`config.mk`:
```
export PLATFORM = sky130hd
export DESIGN_NAME = external_interrupt_frontend
export DESIGN_NICKNAME = d
export VERILOG_FILES = /design/src/core/ext_irq_pkg.sv /design/src/core/external_interrupt_frontend.sv
export SDC_FILE = /design/constraint.sdc
export NUM_CORES = 1
export LEC_CHECK = 0
export BUFFER_PORTS_ARGS = -buffer_cell sky130_fd_sc_hd__buf_4
export CAP_MARGIN = 10
export CORE_MARGIN = 3
export CORE_UTILIZATION = 35
export CTS_CLUSTER_SIZE = 10
export DETAILED_ROUTE_END_ITERATION = 8
export REMOVE_ABC_BUFFERS = 1
export SLEW_MARGIN = 20
export SYNTH_ARGS = -nofsm -noshare
export SYNTH_HDL_FRONTEND = slang
export SYNTH_SLANG_ARGS = --single-unit
```
`constraint.sdc`:
```
create_clock -name sys_clk -period 2.7 [get_ports sys_clk]
set_input_delay 0.27 -clock sys_clk [delete_from_list [all_inputs] [get_ports sys_clk]]
set_output_delay 0.27 -clock sys_clk [all_outputs]
set_load 0.005 [all_outputs]
```
`src/core/ext_irq_pkg.sv`:
```
// Constants and carrier types for the external interrupt front end.
// Assumes a single clock domain at sys_clk, which is the high-frequency clock.
package ext_irq_pkg;

  // Special function register address space
  localparam int unsigned SFR_ADDR_W = 6;
  localparam logic [5:0]  EXT_CTRL_OFFSET = 6'h37;

  // Control register field positions
  localparam int unsigned FILTER_SEL_BIT = 7;
  localparam int unsigned SHARED_SEL_BIT = 6;
  localparam int unsigned EDGE_SEL_BIT   = 1;

  // Control register reset value; reserved bits read as zero
  localparam logic [7:0] CTRL_RESET = 8'h00;

  // Idle pin level captured by synchronisers and filters at reset
  localparam logic [2:0] PIN_IDLE = 3'h7;

  // Clock rates; sys_clk is the high-frequency clock itself
  localparam longint unsigned SYS_CLK_HZ = 64'd20000000;
  localparam longint unsigned FC_HZ      = 64'd20000000;

  // Filter times in high-frequency clock periods
  localparam longint unsigned AC_REJECT_FC     = 64'd2;
  localparam longint unsigned AC_ACCEPT_FC     = 64'd7;
  localparam longint unsigned B_FAST_REJECT_FC = 64'd15;
  localparam longint unsigned B_FAST_ACCEPT_FC = 64'd49;
  localparam longint unsigned B_SLOW_REJECT_FC = 64'd63;
  localparam longint unsigned B_SLOW_ACCEPT_FC = 64'd193;
  localparam longint unsigned THRESH_SETTLE_FC = 64'd64;

  // Latch set slack after signal establishment, in low-frequency periods
  localparam int unsigned LATCH_SLACK_FS = 6;

  // Qualifying counts: least stable time, rounded up to whole cycles
  localparam logic [7:0] AC_QUAL_CYC =
    8'((AC_REJECT_FC * SYS_CLK_HZ + FC_HZ - 64'd1) / FC_HZ);
  localparam logic [7:0] B_FAST_QUAL_CYC =
    8'((B_FAST_REJECT_FC * SYS_CLK_HZ + FC_HZ - 64'd1) / FC_HZ);
  localparam logic [7:0] B_SLOW_QUAL_CYC =
    8'((B_SLOW_REJECT_FC * SYS_CLK_HZ + FC_HZ - 64'd1) / FC_HZ);

  // Shortest surely accepted pulse widths and threshold settle time, rounded down
  localparam logic [7:0] AC_ACCEPT_CYC =
    8'((AC_ACCEPT_FC * SYS_CLK_HZ) / FC_HZ);
  localparam logic [7:0] B_FAST_ACCEPT_CYC =
    8'((B_FAST_ACCEPT_FC * SYS_CLK_HZ) / FC_HZ);
  localparam logic [7:0] B_SLOW_ACCEPT_CYC =
    8'((B_SLOW_ACCEPT_FC * SYS_CLK_HZ) / FC_HZ);
  localparam logic [7:0] THRESH_SETTLE_CYC =
    8'((THRESH_SETTLE_FC * SYS_CLK_HZ) / FC_HZ);

  // Channel indices
  localparam int unsigned CH_A = 0;
  localparam int unsigned CH_B = 1;
  localparam int unsigned CH_C = 2;

  // Register access request from the CPU side
  typedef struct packed {
    logic       wr;
    logic       rd;
    logic [5:0] addr;
    logic [7:0] wdata;
  } sfr_req_t;

  // Control fields held by the block
  typedef struct packed {
    logic irq_b_filter_select;
    logic shared_pin_irq_select;
    logic irq_b_edge_select;
  } ext_ctrl_t;

  // Interrupt latch clear strobes from the interrupt logic, one per source
  typedef struct packed {
    logic irq_c;
    logic irq_b;
    logic irq_a;
  } irq_clear_t;

endpackage : ext_irq_pkg

```
`src/core/external_interrupt_frontend.sv`:
```
// External interrupt front end: noise filters, edge select, shared pin role
// and the three interrupt latches, with the control register on the SFR port.
// Assumes pins are asynchronous, the SFR strobes and latch clears come from
// logic on sys_clk, and acceptance and priority are handled elsewhere.
`timescale 1ns/1ps

// Functional notes
// - Three inputs, each noise filtered before latching
// - A and C: falling edge, 2/7 fc thresholds
// - B rejects below 15 or 63 fc
// - Bit 7 picks B threshold, 1 is short
// - Bit 1 picks B edge, 1 is falling
// - Bit 6 gives shared pin interrupt role
// - Pin role bit 0 blocks A latch
// - Reset: port role, control bits zero
// - Latch set soon after signal establishment
// - New threshold acts within 64 fc
// - Own output changes can raise false requests
module external_interrupt_frontend #(
  parameter int unsigned CNT_W = 8
) (
  // Clock and reset
  input  wire logic                 sys_clk,
  input  wire logic                 srst,
  // Special function register port
  input  wire ext_irq_pkg::sfr_req_t sfr_req,
  output logic [7:0]                sfr_rdata,
  output logic                      sfr_rvalid,
  // External interrupt pins
  input  wire logic                 ext_irq_a,
  input  wire logic                 ext_irq_b,
  input  wire logic                 ext_irq_c,
  // Port read path for the shared pin
  output logic                      shared_port_line,
  // Latch clears from the interrupt acceptance logic
  input  wire ext_irq_pkg::irq_clear_t latch_clear,
  // Interrupt latches and control view
  output logic                      irq_a_latch,
  output logic                      irq_b_latch,
  output logic                      irq_c_latch,
  output ext_irq_pkg::ext_ctrl_t    ctrl_view
);

  // Refuse a counter too narrow for the longest qualifying count
  if (CNT_W < 8 || (2 ** CNT_W) <= int'(ext_irq_pkg::B_SLOW_QUAL_CYC)) begin : g_width_check
    $error("CNT_W too small for the filter thresholds");
  end

  // Refuse package figures the filters cannot honour: each qualifying
  // count must be above zero and no longer than the shortest sure pulse
  if (ext_irq_pkg::AC_QUAL_CYC == 8'h00 ||
      ext_irq_pkg::AC_QUAL_CYC > ext_irq_pkg::AC_ACCEPT_CYC) begin : g_ac_check
    $error("A and C qualifying count out of range");
  end

  // Channel B short threshold against its sure-signal width
  if (ext_irq_pkg::B_FAST_QUAL_CYC == 8'h00 ||
      ext_irq_pkg::B_FAST_QUAL_CYC > ext_irq_pkg::B_FAST_ACCEPT_CYC) begin : g_bf_check
    $error("B short qualifying count out of range");
  end

  // Channel B long threshold against its sure-signal width
  if (ext_irq_pkg::B_SLOW_QUAL_CYC == 8'h00 ||
      ext_irq_pkg::B_SLOW_QUAL_CYC > ext_irq_pkg::B_SLOW_ACCEPT_CYC) begin : g_bs_check
    $error("B long qualifying count out of range");
  end

  // The threshold is read live, so one cycle must fit the settle allowance
  if (ext_irq_pkg::THRESH_SETTLE_CYC == 8'h00) begin : g_settle_check
    $error("threshold settle time too short");
  end

  // The register port carries a fixed six-bit address
  if (ext_irq_pkg::SFR_ADDR_W != 6) begin : g_addr_check
    $error("register address width must be six");
  end

  // Control fields must be distinct bits of one byte
  if (ext_irq_pkg::FILTER_SEL_BIT > 7 ||
      ext_irq_pkg::SHARED_SEL_BIT > 7 ||
      ext_irq_pkg::EDGE_SEL_BIT > 7 ||
      ext_irq_pkg::FILTER_SEL_BIT == ext_irq_pkg::SHARED_SEL_BIT ||
      ext_irq_pkg::FILTER_SEL_BIT == ext_irq_pkg::EDGE_SEL_BIT ||
      ext_irq_pkg::SHARED_SEL_BIT == ext_irq_pkg::EDGE_SEL_BIT) begin : g_field_check
    $error("control field positions clash");
  end

  // Timing of one channel, counted in sys_clk edges from a pin change:
  //   edge 1      first synchroniser stage takes the new level
  //   edge 2      second stage holds it; the count may start
  //   edges 3..   counter runs while the synchronised level differs
  //   edge Q+2    filtered level moves and the latch is set together
  // A return to the filtered level at any point restarts the count, so a
  // pulse must stand for Q whole sampled cycles to be seen at all.
  // Channel B picks Q from the threshold bit every cycle; a new setting
  // therefore acts on the very next count step.
  // A filtered falling edge needs the filtered level high first, so after
  // an accepted low pulse the pin must again stand high for Q cycles
  // before the next pulse can be taken.
  // Latch clears from the acceptance logic lose against a new edge in the
  // same cycle, so no request is dropped between clear and set.
  // The shared pin is always visible on the port read path after its
  // synchroniser; only its latch is gated by the pin-role bit.

  // Complete block state in one register
  typedef struct packed {
    logic [2:0]            sync_a;    // First synchroniser stage
    logic [2:0]            sync_b;    // Second synchroniser stage
    logic [2:0]            level;     // Filtered levels
    logic [2:0][CNT_W-1:0] count;     // Stable-level counters
    ext_irq_pkg::ext_ctrl_t ctrl;     // Control fields
    logic [2:0]            latch;     // Interrupt latches
    logic [7:0]            rdata;     // Read data
    logic                  rvalid;    // Read data valid
  } state_t;

  state_t state;
  state_t next_state;

  // Raw pins gathered in channel order
  logic [2:0] pin_raw;
  assign pin_raw = {ext_irq_c, ext_irq_b, ext_irq_a};

  // Clear strobes gathered in channel order
  logic [2:0] clear_vec;
  assign clear_vec = {latch_clear.irq_c, latch_clear.irq_b, latch_clear.irq_a};

  // Register hit decode
  logic ctrl_hit;
  assign ctrl_hit = (sfr_req.addr == ext_irq_pkg::EXT_CTRL_OFFSET);

  // Control register image as read back
  function automatic logic [7:0] ctrl_image(input ext_irq_pkg::ext_ctrl_t c);
    logic [7:0] img;
    img = 8'h00;
    img[ext_irq_pkg::FILTER_SEL_BIT] = c.irq_b_filter_select;
    img[ext_irq_pkg::SHARED_SEL_BIT] = c.shared_pin_irq_select;
    img[ext_irq_pkg::EDGE_SEL_BIT]   = c.irq_b_edge_select;
    return img;
  endfunction : ctrl_image

  // Qualifying count of a channel; channel B follows the threshold bit
  function automatic logic [CNT_W-1:0] qual_count(input int unsigned ch,
                                                  input logic fast_sel);
    logic [CNT_W-1:0] q;
    q = CNT_W'(ext_irq_pkg::AC_QUAL_CYC);
    if (ch == ext_irq_pkg::CH_B) begin
      // Read live each cycle, so a new setting acts on the next edge
      if (fast_sel) begin
        q = CNT_W'(ext_irq_pkg::B_FAST_QUAL_CYC);
      end else begin
        q = CNT_W'(ext_irq_pkg::B_SLOW_QUAL_CYC);
      end
    end
    return q;
  endfunction : qual_count

  // Qualifying count per channel, one selection per channel
  logic [2:0][CNT_W-1:0] qual_cnt;
  for (genvar ch = 0; ch < 3; ch++) begin : g_qual
    // Channel B follows the threshold bit; the others are fixed
    assign qual_cnt[ch] = qual_count(ch, state.ctrl.irq_b_filter_select);
  end

  // Filter edges and latch conditions
  logic [2:0] edge_rise;
  logic [2:0] edge_fall;
  logic [2:0] edge_hit;

  // Next-state logic for synchronisers, filters, latches and registers
  always_comb begin
    next_state = state;

    // Two-stage synchroniser; first stage feeds only the second
    next_state.sync_a = pin_raw;
    next_state.sync_b = state.sync_a;

    // Stable-count filter per channel
    edge_rise = 3'h0;
    edge_fall = 3'h0;
    for (int unsigned ch = 0; ch < 3; ch++) begin
      if (state.sync_b[ch] == state.level[ch]) begin
        // Any glitch back to the filtered level restarts the count
        next_state.count[ch] = '0;
      end else if (state.count[ch] + CNT_W'(1) >= qual_cnt[ch]) begin
        // New level held long enough: accept it
        next_state.level[ch] = state.sync_b[ch];
        next_state.count[ch] = '0;
        edge_rise[ch]        = state.sync_b[ch];
        edge_fall[ch]        = ~state.sync_b[ch];
      end else begin
        next_state.count[ch] = state.count[ch] + CNT_W'(1);
      end
    end

    // Edge selection per channel
    edge_hit[ext_irq_pkg::CH_A] = edge_fall[ext_irq_pkg::CH_A] &
                                  state.ctrl.shared_pin_irq_select;
    edge_hit[ext_irq_pkg::CH_B] = state.ctrl.irq_b_edge_select ?
                                  edge_fall[ext_irq_pkg::CH_B] :
                                  edge_rise[ext_irq_pkg::CH_B];
    edge_hit[ext_irq_pkg::CH_C] = edge_fall[ext_irq_pkg::CH_C];

    // Latches: set on the same edge as acceptance, set wins over clear
    for (int unsigned ch = 0; ch < 3; ch++) begin
      if (edge_hit[ch]) begin
        next_state.latch[ch] = 1'b1;
      end else if (clear_vec[ch]) begin
        next_state.latch[ch] = 1'b0;
      end
    end

    // Control register write; reserved bits are dropped
    if (sfr_req.wr && ctrl_hit) begin
      next_state.ctrl.irq_b_filter_select   = sfr_req.wdata[ext_irq_pkg::FILTER_SEL_BIT];
      next_state.ctrl.shared_pin_irq_select = sfr_req.wdata[ext_irq_pkg::SHARED_SEL_BIT];
      next_state.ctrl.irq_b_edge_select     = sfr_req.wdata[ext_irq_pkg::EDGE_SEL_BIT];
    end

    // Read answer one cycle after the strobe; other addresses read zero
    next_state.rvalid = sfr_req.rd;
    if (sfr_req.rd && ctrl_hit) begin
      next_state.rdata = ctrl_image(state.ctrl);
    end else if (sfr_req.rd) begin
      next_state.rdata = 8'h00;
    end
  end

  // State register with synchronous reset to constant values only
  always_ff @(posedge sys_clk) begin
    if (srst) begin
      // Pins idle high, so filters start at the idle level: no false edge
      state.sync_a <= ext_irq_pkg::PIN_IDLE;
      state.sync_b <= ext_irq_pkg::PIN_IDLE;
      state.level  <= ext_irq_pkg::PIN_IDLE;
      state.count  <= '0;
      // Shared pin comes up in its port role, short threshold off
      state.ctrl.irq_b_filter_select <=
        ext_irq_pkg::CTRL_RESET[ext_irq_pkg::FILTER_SEL_BIT];
      state.ctrl.shared_pin_irq_select <=
        ext_irq_pkg::CTRL_RESET[ext_irq_pkg::SHARED_SEL_BIT];
      state.ctrl.irq_b_edge_select <=
        ext_irq_pkg::CTRL_RESET[ext_irq_pkg::EDGE_SEL_BIT];
      // No pending requests and no read answer
      state.latch  <= 3'h0;
      state.rdata  <= 8'h00;
      state.rvalid <= 1'b0;
    end else begin
      state <= next_state;
    end
  end

  // Outputs straight from the state register
  assign sfr_rdata  = state.rdata;
  assign sfr_rvalid = state.rvalid;
  assign irq_a_latch = state.latch[ext_irq_pkg::CH_A];
  assign irq_b_latch = state.latch[ext_irq_pkg::CH_B];
  assign irq_c_latch = state.latch[ext_irq_pkg::CH_C];
  assign ctrl_view   = state.ctrl;

  // Synchronised shared pin level; it also sees the port's own drive
  assign shared_port_line = state.sync_b[ext_irq_pkg::CH_A];

endmodule : external_interrupt_frontend

```
## Word-level counts from Yosys, hierarchy flattened

Index checks and enable logic that the tools add are counted.

- Register bits: 43
- Output and inout bits: 16
- Logic and storage cells: 63

- Add/sub/neg operators: 3
- $lt $le $gt $ge: 3
- Eq/ne operators: 4
- Multiplexer cells: 18
- Bitwise logic cells: 7
- Reduce and logical (&&, ||, !) cells: 12

Operators with widths:

| kind | count |
|---|---|
| adder 8 x 1 -> 8 bit (second input constant) | 3 |
| >= comparator 8 x 2 -> 1 bit (second input constant) | 2 |
| 2-to-1 mux 8 bit | 2 |
| 2-to-1 mux 1 bit | 15 |
| OR reduction 3 bit | 3 |
| >= comparator 8 bit | 1 |
| nonzero test 2 bit | 4 |
| == test 6 bit (second input constant) | 1 |
| 2-to-1 mux 6 bit | 1 |
| NOT 1 bit | 6 |
| AND reduction 2 bit | 3 |
| == test 1 bit | 3 |
| logical AND 1 bit | 2 |
| AND 1 bit | 1 |

## Depth between registers and ports, before layout

- Depth after elaboration: 6
- Depth in mapped cells: 8
- Mapped depth without buffers: 8

## Worst setup path before layout

Ideal clock, no wire load.

- Path kind: reg2reg
- From: reg state[23] (netlist bit)
- To: reg state (netlist bit irq_b_latch)
- Library setup time: 87 ps
- Data arrival time: 1,754 ps
- Data required time: 2,613 ps
- Path slack: 859 ps
- Stages on the path, launching flop included: 9
- Buffers on the path: 0
- Cell sequence: dfxtp_1 -> ha_1 -> nand3_1 -> xnor2_1 -> ha_1 -> nand3_1 -> o31a_1 -> and2_1 -> o31ai_1

- Longest elaborated chain between the ends: 6

Ends and longest elaborated chain:

| what | line | source |
|---|---|---|
| start: declaration | external_interrupt_frontend.sv:117 | `state_t state;` |
| start signal: assignment | external_interrupt_frontend.sv:249 | `state <= next_state;` |
| adder 8 x 1 -> 8 bit (*) | external_interrupt_frontend.sv:185 | `end else if (state.count[ch] + CNT_W'(1) >= qual_cnt[ch]) begin` |
| >= comparator 8 bit (*) | external_interrupt_frontend.sv:185 |  |
| 2-to-1 mux 1 bit | external_interrupt_frontend.sv:185 |  |
| 2-to-1 mux 1 bit | external_interrupt_frontend.sv:182 | `if (state.sync_b[ch] == state.level[ch]) begin` |
| 2-to-1 mux 1 bit (*) | external_interrupt_frontend.sv:199 | `edge_hit[ext_irq_pkg::CH_B] = state.ctrl.irq_b_edge_select ?` |
| 2-to-1 mux 1 bit or nonzero test 2 bit (tied branches) | - |  |

Every way passes the cells marked *; elsewhere a longest branch is shown, timed or not.
A chain may end at the register's enable or synchronous reset.

## Worst setup path in the final report

Same ends and word-level chain as after synthesis.

==> results summary <==
The flow ran to the end, and the final reports show no timing, DRC or antenna violations. The commonest cells after synthesis are 43 x sky130_fd_sc_hd__dfxtp_1, 17 x sky130_fd_sc_hd__nor2_1, 13 x sky130_fd_sc_hd__nand3_1, 11 x sky130_fd_sc_hd__buf_4, 10 x sky130_fd_sc_hd__a21oi_1. The post-placement cell area came out at 2030 um^2. Of the total synthesized cell area, the portion taken by AND, OR, NAND and NOR gates is 22.6%. The number of top-level design ports came out at 40. The placeable core area is 4750 um^2. The fraction of final layout cells with drive strength greater than 1 came out at 20.7%. The share of the synthesized netlist area taken by xor and xnor gates is 6.03%. The startpoint of the worst setup timing path is state[23]. In this run the post-CTS setup repair buffer count came out at 0.

Setup repair after global routing left no endpoint under its margin. By area, the combinational part of the netlist is dominated by simple AND/OR/NAND/NOR gates. For this block, the routed nets add up to 2550 um of wire. The startpoint identified for the worst register-to-register timing path is state[23].

The synthesized netlist contains 40 unique library cells. The share of synthesized area spent on multiplexers is 1.15%. The clock insertion delay at the later pin of the skew report came out at 0.28 ns. The maximum number of pins on one net before global-route repair is 28. The initial cell density of the core came out at 36.7%. The leading cell type by number of instances after synthesis is sky130_fd_sc_hd__dfxtp_1. The clock sink count came out at 43.

By startpoint and endpoint, the worst setup path is classified as reg -> reg. The highest ir drop seen on vdd came out at 0.169 mV. The placement row count came out at 25. Clock tree synthesis selected as its root buffer the cell sky130_fd_sc_hd__clkbuf_8. The clock transition at the register clock pins on the worst setup and hold paths after CTS is 0.07 ns. The area added between synthesis and finish came out at 20.4%. The violation count after the first detailed-route iteration came out at 31. The number of antenna diodes in the final layout is 0.

The average wire length per cell after detail routing came out at 8.99 um. The total non-filler cell area in the finished layout came out at 2100 um^2. The sort of element at the start of the critical path is a flip-flop. The min-delay analysis places its worst path in the category in -> reg.

The final count of hold timing violations was 0. The placed wire-length estimate after detailed placement is 1990 um. The overall die width came out at 76.6 um. Among all flip-flop cells after synthesis, the most frequent one is sky130_fd_sc_hd__dfxtp_1.

The share of the cycle needed by the critical path after routing came out at 72.6%. STA puts the critical path data required time at 2.90 ns. The setup TNS after final layout came out at 0 ns. Setup violations remaining at the end of the flow were counted as 0.

The total routing usage reported by global routing came out at 9.42%. For this design the ratio of total power to cell area is 515 nW/um^2. The number of clock buffers added by TritonCTS is 5. After detailed routing, no signal wire sits above met4.

The sum of met3 wire segment lengths after detailed routing came out at 159 um. The leakage power total is 0.882 nW. The area share of the largest cell type after synthesis came out at 49.4%. The highest fanout seen on the critical path came out at 6. STA classifies the critical path endpoint as a flip-flop. The initial antenna violation count came to 0. Derived from the worst setup path, the maximum achievable clock frequency is 510 MHz. Routability-driven placement finished with a final weighted congestion of 0.771. Subtracting the final worst setup slack from the clock period gives 1.96 ns. The routed metal-1 wire length is 1160 um.

The post-route clock skew came out at 0.00387 ns. The mean number of vias per cell is 4.22. The number of global-route vias before repair came out at 1,104. By area the synthesized netlist is led by sky130_fd_sc_hd__dfxtp_1 49%, sky130_fd_sc_hd__ha_1 5.7%, sky130_fd_sc_hd__buf_4 4.7%. Summed over all layers, the global routing overflow is 0. The routed length on met2 is 1200 um.

The adder-cell area share of the yosys netlist is 5.74%. The clock tree from TritonCTS is built. Across all layers, the routed design uses 1,198 vias. The origin of the worst min-delay path is ext_irq_c.

The largest total area in the synthesized netlist belongs to sky130_fd_sc_hd__dfxtp_1. The compound-cell area share of the yosys netlist is 8.68%. The arrival time at the worst endpoint is 2.16 ns. In this run, synthesis inferred 0 flip-flops with an integrated enable. The die is 76.6 um tall. The post-synthesis area per instance is 9.91 um^2.

The depth of the CTS H-tree is 2. For this run, design rule violations remaining after detail routing come to 0. The post-synthesis instance area is 1740 um^2.

The post-synthesis instance total is 176. The total number of yosys warnings came out at 0. The proportion of synthesized flip-flops having asynchronous set or reset came out at 0%. On the final layout, the worst hold slack is 0.174 ns.

The net count of the finished layout is 250. Input and output buffers added on the ports amount to 29. The post-cts gate resize count is 0. The number of iterations in the first detailed-routing pass is 4. The sequential area share after synthesis came out at 49.4%. The max-capacitance violation count is 0. The number of pins with negative max-slew slack in the final report is 0.

The full die area is 5870 um^2. The count of nets left with antenna violations after detail routing is 0. The first global-routing pass estimated 4460 um of wire. The maximum clock insertion buffer count came out at 2. The register bit total from synthesis came out at 43. For this design, the CTS-stage hold fixing added 0 buffers.
cell type report:
type                            count  area (um^2)
Fill cell                         456         2660
Sequential cell                    43          861
Multi-Input combinational cell    135          850
Timing Repair Buffer               29          218
Tap cell                           67         83.8
Clock buffer                        6         72.6
Inverter                            4         15.0
where the power goes:
| group | total (W) | internal [W] | switching [W] |
|---|---|---|---|
| Clock | 0.000352 | 0.000172 | 0.000180 |
| Combinational | 0.0000608 | 0.0000355 | 0.0000254 |
| Sequential | 0.000669 | 0.000655 | 0.0000141 |
| Total | 0.00108 | 0.000862 | 0.000219 |
sequential cells by signal, summed over array words and instances, names as in the netlist:
signal	count
irq_b_latch	1
irq_a_latch	1
shared_port_line	1
sfr_rdata	3
irq_c_latch	1
next_state	3
ctrl_view	3
sfr_rvalid	1
state	29
metal layers:
| metal | global-route usage (%) | vias to the layer above |
|---|---|---|
| met5 | 0 | - |
| met4 | 4.89 | 0 |
| met2 | 15.6 | 25 |
| met1 | 9.95 | 513 |
| li1 | - | 658 |
| met3 | 4.49 | 2 |
worst paths after layout:
| check | to | slack, ns | cells after the start |
|---|---|---|---|
| hold / removal | next_state[44] | 0.17 | 2 |
| setup / recovery | irq_b_latch | 0.74 | 8 |
| setup reg to reg | irq_b_latch | 0.74 | 8 |
| hold reg to reg | state[44] | 0.41 | 1 |
stage by stage:
stage / instances / setup WS [ns] / power (W) / util (%)
after floorplan: 182 / 0.859 / 0.000709 / -
after global placement: 278 / 0.739 / 0.000744 / 42.6
after detailed placement: 278 / 0.712 / 0.000745 / 42.6
after CTS: 284 / 0.696 / 0.00110 / 44.2
after global routing: 284 / 0.577 / 0.00114 / 44.2
final: 284 / 0.739 / 0.00108 / 44.2
cells in the final DEF, fill, tap and decap left out, types with 3 or more instances in the layout:
cell type,instances
sky130_fd_sc_hd__a21oi_1,10
sky130_fd_sc_hd__xor2_1,6
sky130_fd_sc_hd__inv_1,4
sky130_fd_sc_hd__or2_2,6
sky130_fd_sc_hd__nand2b_1,4
sky130_fd_sc_hd__and3_1,3
sky130_fd_sc_hd__nand2_1,8
sky130_fd_sc_hd__dfxtp_1,43
sky130_fd_sc_hd__conb_1,21
sky130_fd_sc_hd__clkbuf_8,5
sky130_fd_sc_hd__nor2b_1,4
sky130_fd_sc_hd__nand3_1,13
sky130_fd_sc_hd__xnor2_1,6
sky130_fd_sc_hd__nor2_1,17
sky130_fd_sc_hd__buf_4,29
sky130_fd_sc_hd__ha_1,8
critical path, cell delays in order (launching register included):
cell	delay, ns
sky130_fd_sc_hd__dfxtp_1	0.41
sky130_fd_sc_hd__ha_1	0.25
sky130_fd_sc_hd__nand3_1	0.11
sky130_fd_sc_hd__xnor2_1	0.14
sky130_fd_sc_hd__ha_1	0.27
sky130_fd_sc_hd__nand3_1	0.06
sky130_fd_sc_hd__o31a_1	0.25
sky130_fd_sc_hd__and2_1	0.19
sky130_fd_sc_hd__o31ai_1	0.21
kinds of logic after synthesis:
family,count (synthesis)
other,1
xor gates and xnor gates,12
adders and majority gates,8
DFF,43
muxes,2
and+or+nand+nor,70
AOI/OAI and AO/OA,22
buffers and inverters,18
(Power assumes the default switching activity.)
